### src/rx_link_cfg.svh
// Operation
// - after receive reset release, search lanes for the 2-bit sync header stream
// - header lock rises only after receive reset release and header alignment
// - multiblock lock rises only after header lock
// - lanes aligned rises after multiblock lock and the next local multiblock boundary
// - on a clean link multiblock lock stays high, no invalid multiblock reported
// - error interrupt stays low while no enabled error exists; defaults suffice
// - sample bus width M*S*WM*N, control bus width M*S*WM*CS
// - in data phase receiver asserts valid, consumer asserts ready each frame
// - every SYSREF pulse is checked, not only the first; the code checks each edge after the first and never checks the first
// - single-detect at bit 2 of offset 0x54 reads zero after first SYSREF edge
// - SYSREF versus multiblock phase error at bit 0 of offset 0x60
// - release-delay count readable at bits 18:10 of offset 0x80
// - each captured SYSREF restarts the local multiblock counter
// - release-delay count repeats within 1 to 2 link clocks across resets
// - count link clocks from timestamp marker to first sample with LSB OR set
// - latency count repeats within 1 to 2 cycles over 10 power cycles; the testbench compares two runs around one receive reset
// - ramp checker compares samples to expected ramp, flags mismatch
// - checksum and parity errors pulse; error register reads zero when clean
`ifndef RX_LINK_CFG_SVH
`define RX_LINK_CFG_SVH
`define OFS_SYSREF_CONTROL 12'h054
`define OFS_ERROR_STATUS   12'h060
`define OFS_ERROR_ENABLE   12'h064
`define OFS_TEST_CONTROL   12'h068
`define OFS_LINK_STATUS    12'h080
`define OFS_LATENCY        12'h084
`define SINGLEDET_BIT      2
`define RBD_LSB            10
`define RBD_MSB            18
`define ERROR_ENABLE_RST   5'h1f
`define RESP_OKAY          2'h0
`define RESP_SLVERR        2'h2
`endif

### src/rx_link_pkg.sv
package rx_link_pkg;
    typedef enum logic [2:0] {
        st_reset = 3'b000,
        st_hdr   = 3'b001,
        st_mb    = 3'b010,
        st_wait  = 3'b011,
        st_data  = 3'b100
    } link_state_e;

    typedef struct packed {
        logic header_lock;
        logic mb_lock;
        logic aligned;
    } link_flags_s;

    typedef struct packed {
        logic ramp_mismatch;
        logic header_loss;
        logic parity;
        logic checksum;
        logic sysref_phase;
    } error_bits_s;
endpackage

### src/rx_link_status.sv
// Decided for this implementation: the AXI4-Lite register port.
`timescale 1ns/1ps
`default_nettype none
`include "rx_link_cfg.svh"
module rx_link_status
    import rx_link_pkg::*;
#(
    parameter int M           = 2,
    parameter int S           = 1,
    parameter int WM          = 2,
    parameter int N           = 12,
    parameter int CS          = 1,
    parameter int LEMC_PERIOD = 32,
    parameter int HDR_GOOD    = 64
) (
    input  wire logic                    aclk,
    input  wire logic                    aresetn,
    input  wire logic                    receive_reset_low,
    input  wire logic                    lane_header_ok,
    input  wire logic                    lane_mb_marker,
    input  wire logic                    sysref_in,
    input  wire logic                    timestamp_marker_in,
    input  wire logic [M*S*WM*N-1:0]     raw_samples,
    input  wire logic [M*S*WM*CS-1:0]    raw_control,
    input  wire logic                    raw_valid,
    input  wire logic                    checksum_detect,
    input  wire logic                    parity_detect,
    output logic                         header_lock_flag,
    output logic                         multiblock_lock_flag,
    output logic                         lanes_aligned_flag,
    output logic                         error_interrupt,
    output logic                         checksum_error,
    output logic                         command_parity_error,
    output logic                         ramp_mismatch,
    output logic [M*S*WM*N-1:0]          sample_out_bus,
    output logic [M*S*WM*CS-1:0]         control_bits_out,
    output logic                         sample_out_valid,
    input  wire logic                    sample_out_ready,
    input  wire logic [11:0]             s_axi_awaddr,
    input  wire logic                    s_axi_awvalid,
    output logic                         s_axi_awready,
    input  wire logic [31:0]             s_axi_wdata,
    input  wire logic [3:0]              s_axi_wstrb,
    input  wire logic                    s_axi_wvalid,
    output logic                         s_axi_wready,
    output logic [1:0]                   s_axi_bresp,
    output logic                         s_axi_bvalid,
    input  wire logic                    s_axi_bready,
    input  wire logic [11:0]             s_axi_araddr,
    input  wire logic                    s_axi_arvalid,
    output logic                         s_axi_arready,
    output logic [31:0]                  s_axi_rdata,
    output logic [1:0]                   s_axi_rresp,
    output logic                         s_axi_rvalid,
    input  wire logic                    s_axi_rready
);
    localparam int NS = M * S * WM;
    localparam int LW = $clog2(LEMC_PERIOD);
    localparam int HW = $clog2(HDR_GOOD + 1);
    localparam logic [LW-1:0] LEMC_LAST = LW'(LEMC_PERIOD - 1);
    localparam logic [HW-1:0] HDR_DONE  = HW'(HDR_GOOD);

    // refuse shapes the logic cannot serve
    if (N < 2 || LEMC_PERIOD < 2 || (LEMC_PERIOD & (LEMC_PERIOD - 1)) != 0 || HDR_GOOD < 1) begin : g_bad
        $error("rx_link_status: unsupported parameters");
    end

    // ----------------------------------------------------------------
    // pin synchronisers and edges
    // ----------------------------------------------------------------
    logic [3:0] sync1_q;
    logic [3:0] sync2_q;
    logic [3:0] sync3_q;
    wire        rx_rst_n     = aresetn & receive_reset_low;
    wire        hdr_ok       = sync2_q[0];
    wire        mb_marker    = sync2_q[1] & ~sync3_q[1];
    wire        sysref_rise  = sync2_q[2] & ~sync3_q[2];
    wire        tstamp_rise  = sync2_q[3] & ~sync3_q[3];

    // two flops before any use, third only for edges
    always_ff @(posedge aclk) begin
        if (!aresetn) begin
            sync1_q <= 4'h0;
            sync2_q <= 4'h0;
            sync3_q <= 4'h0;
        end else begin
            sync1_q <= {timestamp_marker_in, sysref_in, lane_mb_marker, lane_header_ok};
            sync2_q <= sync1_q;
            sync3_q <= sync2_q;
        end
    end

    // ----------------------------------------------------------------
    // local multiblock counter and sysref checks
    // ----------------------------------------------------------------
    logic [LW-1:0] lemc_q;
    logic          sysref_seen_q;
    wire           lemc_boundary = (lemc_q == '0);
    wire           phase_err     = sysref_rise & sysref_seen_q & (lemc_q != LEMC_LAST);

    // every sysref edge restarts the counter
    always_ff @(posedge aclk) begin
        if (!rx_rst_n) begin
            lemc_q        <= '0;
            sysref_seen_q <= 1'b0;
        end else begin
            lemc_q        <= sysref_rise ? '0 : lemc_q + 1'b1;
            sysref_seen_q <= sysref_seen_q | sysref_rise;
        end
    end

    // ----------------------------------------------------------------
    // alignment state machine
    // ----------------------------------------------------------------
    link_state_e state_q;
    link_state_e state_d;
    logic [HW-1:0] hdr_cnt_q;
    logic [8:0]    rbd_run_q;
    logic [8:0]    rbd_count_q;
    link_flags_s   flags_q;
    wire           locked    = (state_q != st_reset) && (state_q != st_hdr);
    wire           hdr_loss  = locked & ~hdr_ok;

    // next state: header search, multiblock search, boundary wait, data
    always_comb begin
        state_d = state_q;
        case (state_q)
            st_reset: state_d = st_hdr;
            st_hdr:   if (hdr_cnt_q == HDR_DONE) state_d = st_mb;
            st_mb:    if (!hdr_ok) state_d = st_hdr;
                      else if (mb_marker) state_d = st_wait;
            st_wait:  if (!hdr_ok) state_d = st_hdr;
                      else if (lemc_boundary) state_d = st_data;
            st_data:  if (!hdr_ok) state_d = st_hdr;
            default:  state_d = st_reset;
        endcase
    end

    // state, header run length and release delay
    always_ff @(posedge aclk) begin
        if (!rx_rst_n) begin
            state_q     <= st_reset;
            hdr_cnt_q   <= '0;
            rbd_run_q   <= 9'h000;
            rbd_count_q <= 9'h000;
        end else begin
            state_q   <= state_d;
            hdr_cnt_q <= (state_q == st_hdr && hdr_ok && hdr_cnt_q != HDR_DONE) ? hdr_cnt_q + 1'b1 :
                         (state_q == st_hdr && hdr_ok) ? hdr_cnt_q : '0;
            if (state_q != st_wait) begin
                rbd_run_q <= 9'h000;
            end else if (rbd_run_q != 9'h1ff) begin
                rbd_run_q <= rbd_run_q + 1'b1;
            end
            if (state_q == st_wait && state_d == st_data) begin
                rbd_count_q <= rbd_run_q;
            end
        end
    end

    // status flags follow the state one edge later; header lock rises on the same edge as the entry to st_mb
    always_ff @(posedge aclk) begin
        if (!rx_rst_n) begin
            flags_q <= '0;
        end else begin
            flags_q.header_lock <= locked | (state_d == st_mb);
            flags_q.mb_lock     <= (state_q == st_wait) | (state_q == st_data);
            flags_q.aligned     <= (state_q == st_data);
        end
    end

    // ----------------------------------------------------------------
    // sample stream, ramp checker, latency counter
    // ----------------------------------------------------------------
    logic [N-1:0] last_q;
    logic         ramp_q;
    logic         ramp_armed_q;
    logic         ramp_en_q;
    logic         ramp_clr;
    logic [NS-1:0] miss;
    logic [NS-1:0] lsbs;
    wire          take     = (state_q == st_data) & raw_valid & (~sample_out_valid | sample_out_ready);
    wire          ramp_hit = take & ramp_en_q & (|miss);

    // expected ramp: each sample one above its predecessor
    for (genvar i = 0; i < NS; i++) begin : g_smp
        wire [N-1:0] cur  = raw_samples[i*N +: N];
        wire [N-1:0] prev = (i == 0) ? last_q : raw_samples[(i == 0 ? 0 : i-1)*N +: N];
        assign miss[i] = (cur != prev + 1'b1) & ramp_armed_q;
        assign lsbs[i] = sample_out_bus[i*N];
    end


    // output register holds while the consumer stalls in st_data; valid drops once the state leaves st_data
    always_ff @(posedge aclk) begin
        if (!rx_rst_n) begin
            sample_out_valid <= 1'b0;
            sample_out_bus   <= '0;
            control_bits_out <= '0;
            last_q           <= '0;
            ramp_armed_q     <= 1'b0;
            ramp_q           <= 1'b0;
        end else begin
            if (take) begin
                sample_out_valid <= 1'b1;
                sample_out_bus   <= raw_samples;
                control_bits_out <= raw_control;
                last_q           <= raw_samples[(NS-1)*N +: N];
                ramp_armed_q     <= ramp_en_q;
            end else if (sample_out_ready || state_q != st_data) begin
                sample_out_valid <= 1'b0;
            end
            ramp_q <= ramp_hit | (ramp_q & ~ramp_clr);
        end
    end

    logic       lat_run_q;
    logic       lat_done_q;
    logic [15:0] lat_cnt_q;
    wire        lat_hit = lat_run_q & sample_out_valid & (|lsbs);

    // link clocks from timestamp edge to first marked sample
    always_ff @(posedge aclk) begin
        if (!rx_rst_n) begin
            lat_run_q  <= 1'b0;
            lat_done_q <= 1'b0;
            lat_cnt_q  <= 16'h0000;
        end else if (tstamp_rise && !lat_run_q) begin
            lat_run_q  <= 1'b1;
            lat_done_q <= 1'b0;
            lat_cnt_q  <= 16'h0000;
        end else if (lat_hit) begin
            lat_run_q  <= 1'b0;
            lat_done_q <= 1'b1;
        end else if (lat_run_q && lat_cnt_q != 16'hffff) begin
            lat_cnt_q  <= lat_cnt_q + 1'b1;
        end
    end

    // ----------------------------------------------------------------
    // error sources and interrupt
    // ----------------------------------------------------------------
    error_bits_s err_q;
    logic [4:0]  err_en_q;
    logic        singledet_q;
    wire   error_bits_s err_set = '{ramp_mismatch: ramp_hit, header_loss: hdr_loss,
                                    parity: parity_detect, checksum: checksum_detect,
                                    sysref_phase: phase_err};

    // sticky errors, one-cycle error pulses, masked interrupt
    always_ff @(posedge aclk) begin
        if (!rx_rst_n) begin
            err_q                <= '0;
            checksum_error       <= 1'b0;
            command_parity_error <= 1'b0;
            error_interrupt      <= 1'b0;
        end else begin
            err_q                <= err_q | err_set;
            checksum_error       <= checksum_detect;
            command_parity_error <= parity_detect;
            error_interrupt      <= |(err_q & err_en_q);
        end
    end

    // ----------------------------------------------------------------
    // register bus
    // ----------------------------------------------------------------
    wire        wr_go   = s_axi_awvalid & s_axi_wvalid & ~s_axi_bvalid & ~s_axi_awready;
    wire        rd_go   = s_axi_arvalid & ~s_axi_rvalid & ~s_axi_arready;
    wire        wr_sref = wr_go & (s_axi_awaddr == `OFS_SYSREF_CONTROL) & s_axi_wstrb[0];
    wire        wr_en   = wr_go & (s_axi_awaddr == `OFS_ERROR_ENABLE) & s_axi_wstrb[0];
    wire        wr_test = wr_go & (s_axi_awaddr == `OFS_TEST_CONTROL) & s_axi_wstrb[0];
    assign      ramp_clr = wr_test & s_axi_wdata[1];
    wire        wr_hit  = (s_axi_awaddr == `OFS_SYSREF_CONTROL) | (s_axi_awaddr == `OFS_ERROR_ENABLE) |
                          (s_axi_awaddr == `OFS_TEST_CONTROL);
    wire        rd_hit  = (s_axi_araddr == `OFS_SYSREF_CONTROL) | (s_axi_araddr == `OFS_ERROR_STATUS) |
                          (s_axi_araddr == `OFS_ERROR_ENABLE) | (s_axi_araddr == `OFS_TEST_CONTROL) |
                          (s_axi_araddr == `OFS_LINK_STATUS) | (s_axi_araddr == `OFS_LATENCY);
    wire [31:0] st_word = {13'h0000, rbd_count_q, 3'h0, state_q, lat_done_q, flags_q};
    wire [31:0] rd_word =
        (s_axi_araddr == `OFS_SYSREF_CONTROL) ? {29'h0, singledet_q, 2'h0} :
        (s_axi_araddr == `OFS_ERROR_STATUS)   ? {27'h0, err_q} :
        (s_axi_araddr == `OFS_ERROR_ENABLE)   ? {27'h0, err_en_q} :
        (s_axi_araddr == `OFS_TEST_CONTROL)   ? {31'h0, ramp_en_q} :
        (s_axi_araddr == `OFS_LINK_STATUS)    ? st_word :
        (s_axi_araddr == `OFS_LATENCY)        ? {16'h0000, lat_cnt_q} : 32'h0;

    // control registers; a sysref edge beats a re-arm write
    always_ff @(posedge aclk) begin
        if (!aresetn) begin
            err_en_q    <= `ERROR_ENABLE_RST;
            ramp_en_q   <= 1'b0;
            singledet_q <= 1'b1;
        end else begin
            if (wr_en) err_en_q <= s_axi_wdata[4:0];
            if (wr_test) ramp_en_q <= s_axi_wdata[0];
            if (sysref_rise) singledet_q <= 1'b0;
            else if (wr_sref && s_axi_wdata[`SINGLEDET_BIT]) singledet_q <= 1'b1;
        end
    end

    // write channel: address and data taken together
    always_ff @(posedge aclk) begin
        if (!aresetn) begin
            s_axi_awready <= 1'b0;
            s_axi_wready  <= 1'b0;
            s_axi_bvalid  <= 1'b0;
            s_axi_bresp   <= `RESP_OKAY;
        end else begin
            s_axi_awready <= wr_go;
            s_axi_wready  <= wr_go;
            if (wr_go) begin
                s_axi_bvalid <= 1'b1;
                s_axi_bresp  <= wr_hit ? `RESP_OKAY : `RESP_SLVERR;
            end else if (s_axi_bready) begin
                s_axi_bvalid <= 1'b0;
            end
        end
    end

    // read channel
    always_ff @(posedge aclk) begin
        if (!aresetn) begin
            s_axi_arready <= 1'b0;
            s_axi_rvalid  <= 1'b0;
            s_axi_rdata   <= 32'h0;
            s_axi_rresp   <= `RESP_OKAY;
        end else begin
            s_axi_arready <= rd_go;
            if (rd_go) begin
                s_axi_rvalid <= 1'b1;
                s_axi_rdata  <= rd_word;
                s_axi_rresp  <= rd_hit ? `RESP_OKAY : `RESP_SLVERR;
            end else if (s_axi_rready) begin
                s_axi_rvalid <= 1'b0;
            end
        end
    end

    assign header_lock_flag     = flags_q.header_lock;
    assign multiblock_lock_flag = flags_q.mb_lock;
    assign lanes_aligned_flag   = flags_q.aligned;
    assign ramp_mismatch        = ramp_q;
endmodule
`default_nettype wire

### config.mk
export PLATFORM = sky130hd
export DESIGN_NAME = rx_link_status
export DESIGN_NICKNAME = d
export VERILOG_FILES = /design/src/rx_link_pkg.sv /design/src/rx_link_status.sv
export VERILOG_INCLUDE_DIRS = /design/src
export SDC_FILE = /design/constraint.sdc
export NUM_CORES = 1
export LEC_CHECK = 0
export ABC_CLOCK_PERIOD_IN_PS = 2170
export BUFFER_PORTS_ARGS = -buffer_cell sky130_fd_sc_hd__buf_2
export CORE_MARGIN = 3
export CORE_UTILIZATION = 47
export CTS_CLUSTER_DIAMETER = 80
export DETAILED_ROUTE_END_ITERATION = 6
export GPL_ROUTABILITY_DRIVEN = 0
export PLACE_DENSITY = 0.83
export SYNTH_ARGS = -nofsm -noshare
export SYNTH_HDL_FRONTEND = slang
export SYNTH_SLANG_ARGS = --single-unit
### constraint.sdc
create_clock -name aclk -period 2.17 [get_ports aclk]
set_input_delay 0.1085 -clock aclk [delete_from_list [all_inputs] [get_ports aclk]]
set_output_delay 0.1085 -clock aclk [all_outputs]
set_load 0.01 [all_outputs]
; Yosys cells after proc, flatten, opt, wreduce, memory -nomap -nowiden
; Cells that the tools add are included.
[word_totals]
register_bits = 189
latchBits = 0
mem_bits_rw = 0
mem_bits_ro = 0
input_bits = 128
out_inout_bits = 101
n_memories = 0
[classes]
n_addsub = 8
mul = 0
n_div = 0
order_cmp = 0
n_eq_ne = 28
shift = 0
muxes = 27
bitwise = 56
reduce_logical = 24
[op_table]
columns = op, n
row1 = $mux W19, 5
row2 = $eq A12 B7 Y1 const B, 7
row3 = $add A12 B1 Y12 const B, 4
row4 = $ne A12 B12 Y1, 4
row5 = $and A1 B1 Y1, 30
row6 = $eq A12 B8 Y1 const B, 2
row7 = $mux W3, 6
row8 = $add A16 B1 Y16 const B, 1
row9 = $mux W16, 1
row10 = $ne A16 B16 Y1 const B, 1
row11 = $pmux W3 S5, 1
row12 = $mux W7, 2
row13 = $not A1 Y1, 12
row14 = $or A1 B1 Y1, 12
row15 = $mux W1, 10
row16 = $reduce_bool A2 Y1, 5
row17 = $add A9 B1 Y9 const B, 1
row18 = $eq A3 B2 Y1 const B, 3
row19 = $ne A9 B9 Y1 const B, 1
row20 = $reduce_or A4 Y1, 2
row21 = $add A7 B1 Y7 const B, 1
row22 = $eq A7 B7 Y1 const B, 1
row23 = $logic_and A1 B1 Y1, 7
row24 = $ne A7 B7 Y1 const B, 1
row25 = other kinds (19), 23

; Longest topological paths before layout
[depth]
word_depth = 9
ltp_mapped = 10

; Least setup slack after synthesis
; No wires, ideal clock.
[synth_timing]
path_kind = register to register
start = reg, netlist name sample_out_bus[36]
end = reg err_q[4] in the netlist's numbering
arrival_time_ns = 2.124
required_time_ns = 2.037
slack_ns = -0.087
stages_incl_launch_ff = 10
n_path_buf = 1
period_less_slack_ns = 2.257
cell_sequence = dfxtp_1 -> ha_1 -> clkbuf_1 -> nand3_1 -> xnor2_1 -> o221ai_1 -> a2111oi_0 -> nand4_1 -> nor4_2 -> a211oi_1
[synth_lines]
columns = item, line
row1 = to (signal assigned), rx_link_status.sv:258  ; err_q <= err_q | err_set;
row2 = to (decl), rx_link_status.sv:243  ; error_bits_s err_q;

; Worst setup path in the final report
[layout_timing]
start = in raw_samples[27]
end = reg ramp_q, in the netlist ramp_mismatch
[layout_via]
elab_chain_cells = 6
elab_cells_between_ends = 8
classes_between = add/sub: 1 / eq/ne: 2 / bitwise: 4 / reduce/logical: 1
[layout_lines]
columns = item, line
row1 = from (decl), rx_link_status.sv:23  ; input wire logic [M*S*WM*N-1:0] raw_samples,
row2 = $add A12 B1 Y12, rx_link_status.sv:189  ; assign miss[i] = (cur != prev + 1'b1) & ramp_armed_q;
row3 = $ne A12 B12 Y1, rx_link_status.sv:189
row4 = $and A1 B1 Y1, rx_link_status.sv:189
row5 = $reduce_or A4 Y1 *, rx_link_status.sv:183  ; wire ramp_hit = take & ramp_en_q & (|miss);
row6 = $and A1 B1 Y1 *, rx_link_status.sv:183
row7 = $or A1 B1 Y1 *, rx_link_status.sv:213  ; ramp_q <= ramp_hit | (ramp_q & ~ramp_clr);
row8 = to (signal assigned), rx_link_status.sv:213
row9 = to (decl), rx_link_status.sv:176  ; logic ramp_q;
; Every way passes the cells marked *; elsewhere a longest branch is shown, timed or not.
; A chain may end at the register's enable or synchronous reset.

==> flow_metrics.tcl <==
set metrics [dict create \
    cts_sinks 161 \
    final_area_mm2 0.0104 \
    critPathKind "in2reg" \
    rsz0062_at_grt "yes" \
    hold_violations 0 \
    ant_nets 0 \
    synthDistinctLibCells 72 \
    numCtsBuffers 17 \
    clock_path_buffers 2 \
    crit_chain "dlygate4sd3_1 > buf_2 > and4_4 > and4_1 > o211ai_1 > a2111oi_2 > nand4_1 > nor4_2 > a211oi_1" \
    io_buffers 183 \
    ys_ff_latch 161 \
    synth_async_sr_flop_share_pct 0 \
    place_hpwl_mm 16.9 \
    cp-end-kind "flop" \
    grt_overflow 0 \
    io-pin-count 229 \
    grt_max_degree 54 \
    final_cell_mix "182 x buf_2, 158 x nand2_1, 157 x dfxtp_1" \
    synth-edff-count 0 \
    start_util_pct 48.1 \
    worstPathRequired_ns 2.46 \
    synthFlopType "dfxtp_1" \
    maxCapViolations 0 \
    synth-adder-area-share_pct 1.88 \
    slew_headroom_pct 46.2 \
    coreArea_mm2 0.0166 \
    finalMaxSlewViolations 0 \
    die_w_um 136 \
    setup_viol 0 \
    syn_inst 982 \
    num-nets-final 1355 \
    fin_crit_sh_pct 98.8 \
    outcome "complete, no violations" \
    num_antenna_cells 0 \
    fin_ws_ns 0.0258 \
    leakagePower_nw 4.32 \
    gr-usage-all-layers_pct 25.8 \
    drt-vias-per-instance 5.74 \
    path_clk_slew_ns 0.07 \
    peakVddDrop_v 0.000618 \
    routed_wl_mm 24.6 \
    worstMarginPinSlew_ns 0.806 \
    hp-class "in2reg" \
    first_iter_violations 704 \
    firstDrtPassIters 6 \
    crit_buf_inv 2 \
    fin_worst_skew_ns 0.0179 \
    cp_slowest_cell "dlygate4sd3_1" \
    dieArea_mm2 0.0186 \
    mostFrequentLayoutCell "buf_2" \
    seq_area_frac_synth_pct 40.4 \
    fillers 1328 \
    synth-xor-area-share_pct 7.87 \
    crit_path_max_incr_delay_ns 0.53 \
    power.density_mw_per_mm2 643 \
    rows 47 \
    finalCriticalPeriod_ns 2.14 \
    cp.arrival_ns 2.43 \
    syn_avg_cell_area_um2 8.12 \
    grt_pass1_vias 7897 \
    drive_above_1_share_pct 23.4 \
    antenna_found_initial 0 \
    syn_to_final_growth_pct 30.6 \
    remaining_drc_errors 0 \
    synth_simple_gate_area_share_pct 26.9 \
    grt_pass1_wl_mm 38.3 \
    syn_area_mm2 0.00798 \
    synthMuxAreaShare_pct 3.29 \
    h-tree-depth 4 \
    startpoint_type "input pin" \
    crit_family "simple AND/OR/NAND/NOR gates" \
    synth_compound_area_share_pct 14.1 \
    dpl_cell_area_mm2 0.00921 \
    clk_latency_ns 0.43 \
    post-place-ws_ns -0.0120 \
    synth_top_family_by_area "simple AND/OR/NAND/NOR gates" \
    die_height_um 136 \
    vias 8305 \
    wl_per_cell_um 17.0 \
    timing.fmax_mhz 466 \
    cts_tree "done" \
    root_buffer "clkbuf_16" \
    cp_max_fo 7 \
    ys_warn_count 0 \
]
-- worst reg2reg max path: cells and delay by family (launching register included) --
| kind | cells | cell delay, ns |
|---|---|---|
| AO/OA/AOI/OAI | 4 | 0.67 |
| buffers and inverters | 2 | 0.33 |
| flip-flops | 1 | 0.39 |
| AND/OR/NAND/NOR | 3 | 0.62 |
-- final timing paths --
path | start | end | slack (ns) | cells past startpoint
worst max-delay path | raw_samples[27] | ramp_mismatch | 0.03 | 9
worst min-delay path | raw_samples[32] | sample_out_bus[32] | 0.005 | 3
worst min register to register | sync1_q[2] | sync2_q[2] | 0.43 | 1
worst max register to register | sample_out_bus[36] | err_q[4] | 0.07 | 9
-- kinds of logic (layout without fill, tap and decap cells) --
group,after synthesis,in the layout
other,1,15
AOI/OAI and AO/OA,184,184
muxes,26,26
xor gates and xnor gates,70,70
buffers and inverters,94,326
and+or+nand+nor,434,434
DFF,161,161
adders and majority gates,12,12
-- metal layers --
layer  global-route usage (%)  part of all wire (%)  wire length, µm  vias to the layer above
li1                         -                     -                -                     3858
met1                     31.3                    39             9570                     3835
met2                     42.8                    48            11700                      503
met3                     5.51                   9.2             2270                      109
met4                     13.5                   4.3             1060                        0
met5                        0                     0                0                        -
-- metrics by stage --
stage               std cells  TNS, ns  power [mW]  util (%)  hold WS [ns]
floorplan                 996        0        3.39         -         0.224
global placement         1364        0        3.60      55.6         0.318
detailed placement       1364  -0.0422        3.61      55.6         0.320
CTS                      1445        0        6.71      62.3      0.000404
global route             1448   -0.120        6.90      62.8        0.0127
finish                   1448        0        6.70      62.8       0.00478
-- where the power goes --
group,leakage (nW),internal (mW),switching [mW]
clock,0.302,1.59,1.47
sequential,1.30,2.98,0.0165
combinational,2.72,0.276,0.370
-- timing repair --
action                     in CTS  in global routing
resized for setup               1                 16
pin swaps                       2                  9
hold buffers                   48                  0
setup buffers                   1                  3
setup endpoints to repair       5                 26
cloned                          0                  0
hold endpoints to repair       49                  0
-- registers in the layout, summed over array words and instances, names as in the netlist, 3 cells and up --
signal / flops
sample_out_bus: 48
err_q: 5
sync1_q: 4
err_en_q: 5
rbd_run_q: 9
rbd_count_q: 9
s_axi_rdata: 19
sync2_q: 4
hdr_cnt_q: 7
control_bits_out: 4
sync3_q: 3
lat_cnt_q: 16
state_q: 3
lemc_q: 5
-- cells in the mapped netlist (4+ instances only) --
cell type | count | area [µm²]
a211oi_1 | 6 | 45.0
a21boi_0 | 4 | 30.0
a21oi_1 | 97 | 485
a221oi_1 | 5 | 43.8
a22oi_1 | 16 | 120
a31oi_1 | 9 | 56.3
and2_1 | 20 | 125
and3_1 | 17 | 106
and4_1 | 9 | 78.8
buf_1 | 8 | 30.0
buf_2 | 8 | 40.0
buf_4 | 17 | 128
clkbuf_1 | 39 | 146
dfxtp_1 | 161 | 3220
ha_1 | 12 | 150
inv_1 | 20 | 75.1
mux2i_1 | 24 | 240
nand2_1 | 159 | 597
nand2b_1 | 8 | 50.1
nand3_1 | 39 | 195
nand4_1 | 20 | 125
nor2_1 | 88 | 330
nor2b_1 | 6 | 37.5
nor3_1 | 18 | 90.1
nor4_1 | 8 | 50.1
o211ai_1 | 4 | 30.0
o21ai_0 | 18 | 90.1
or3_1 | 10 | 62.6
or4_1 | 5 | 37.5
xnor2_1 | 38 | 333
xor2_1 | 31 | 272
-- area by class of cell --
type	instances	area (µm²)	share of cell area (%)
multi-input cells	741	4430	42.5
repair buffers	274	1780	17.1
clock inverters	15	204	1.96
inverters	20	75.1	0.720
well taps	220	275	2.64
clock buffers	17	425	4.08
flip-flops and latches	161	3230	31.0
No activity file was read; power rests on OpenSTA's default activity.
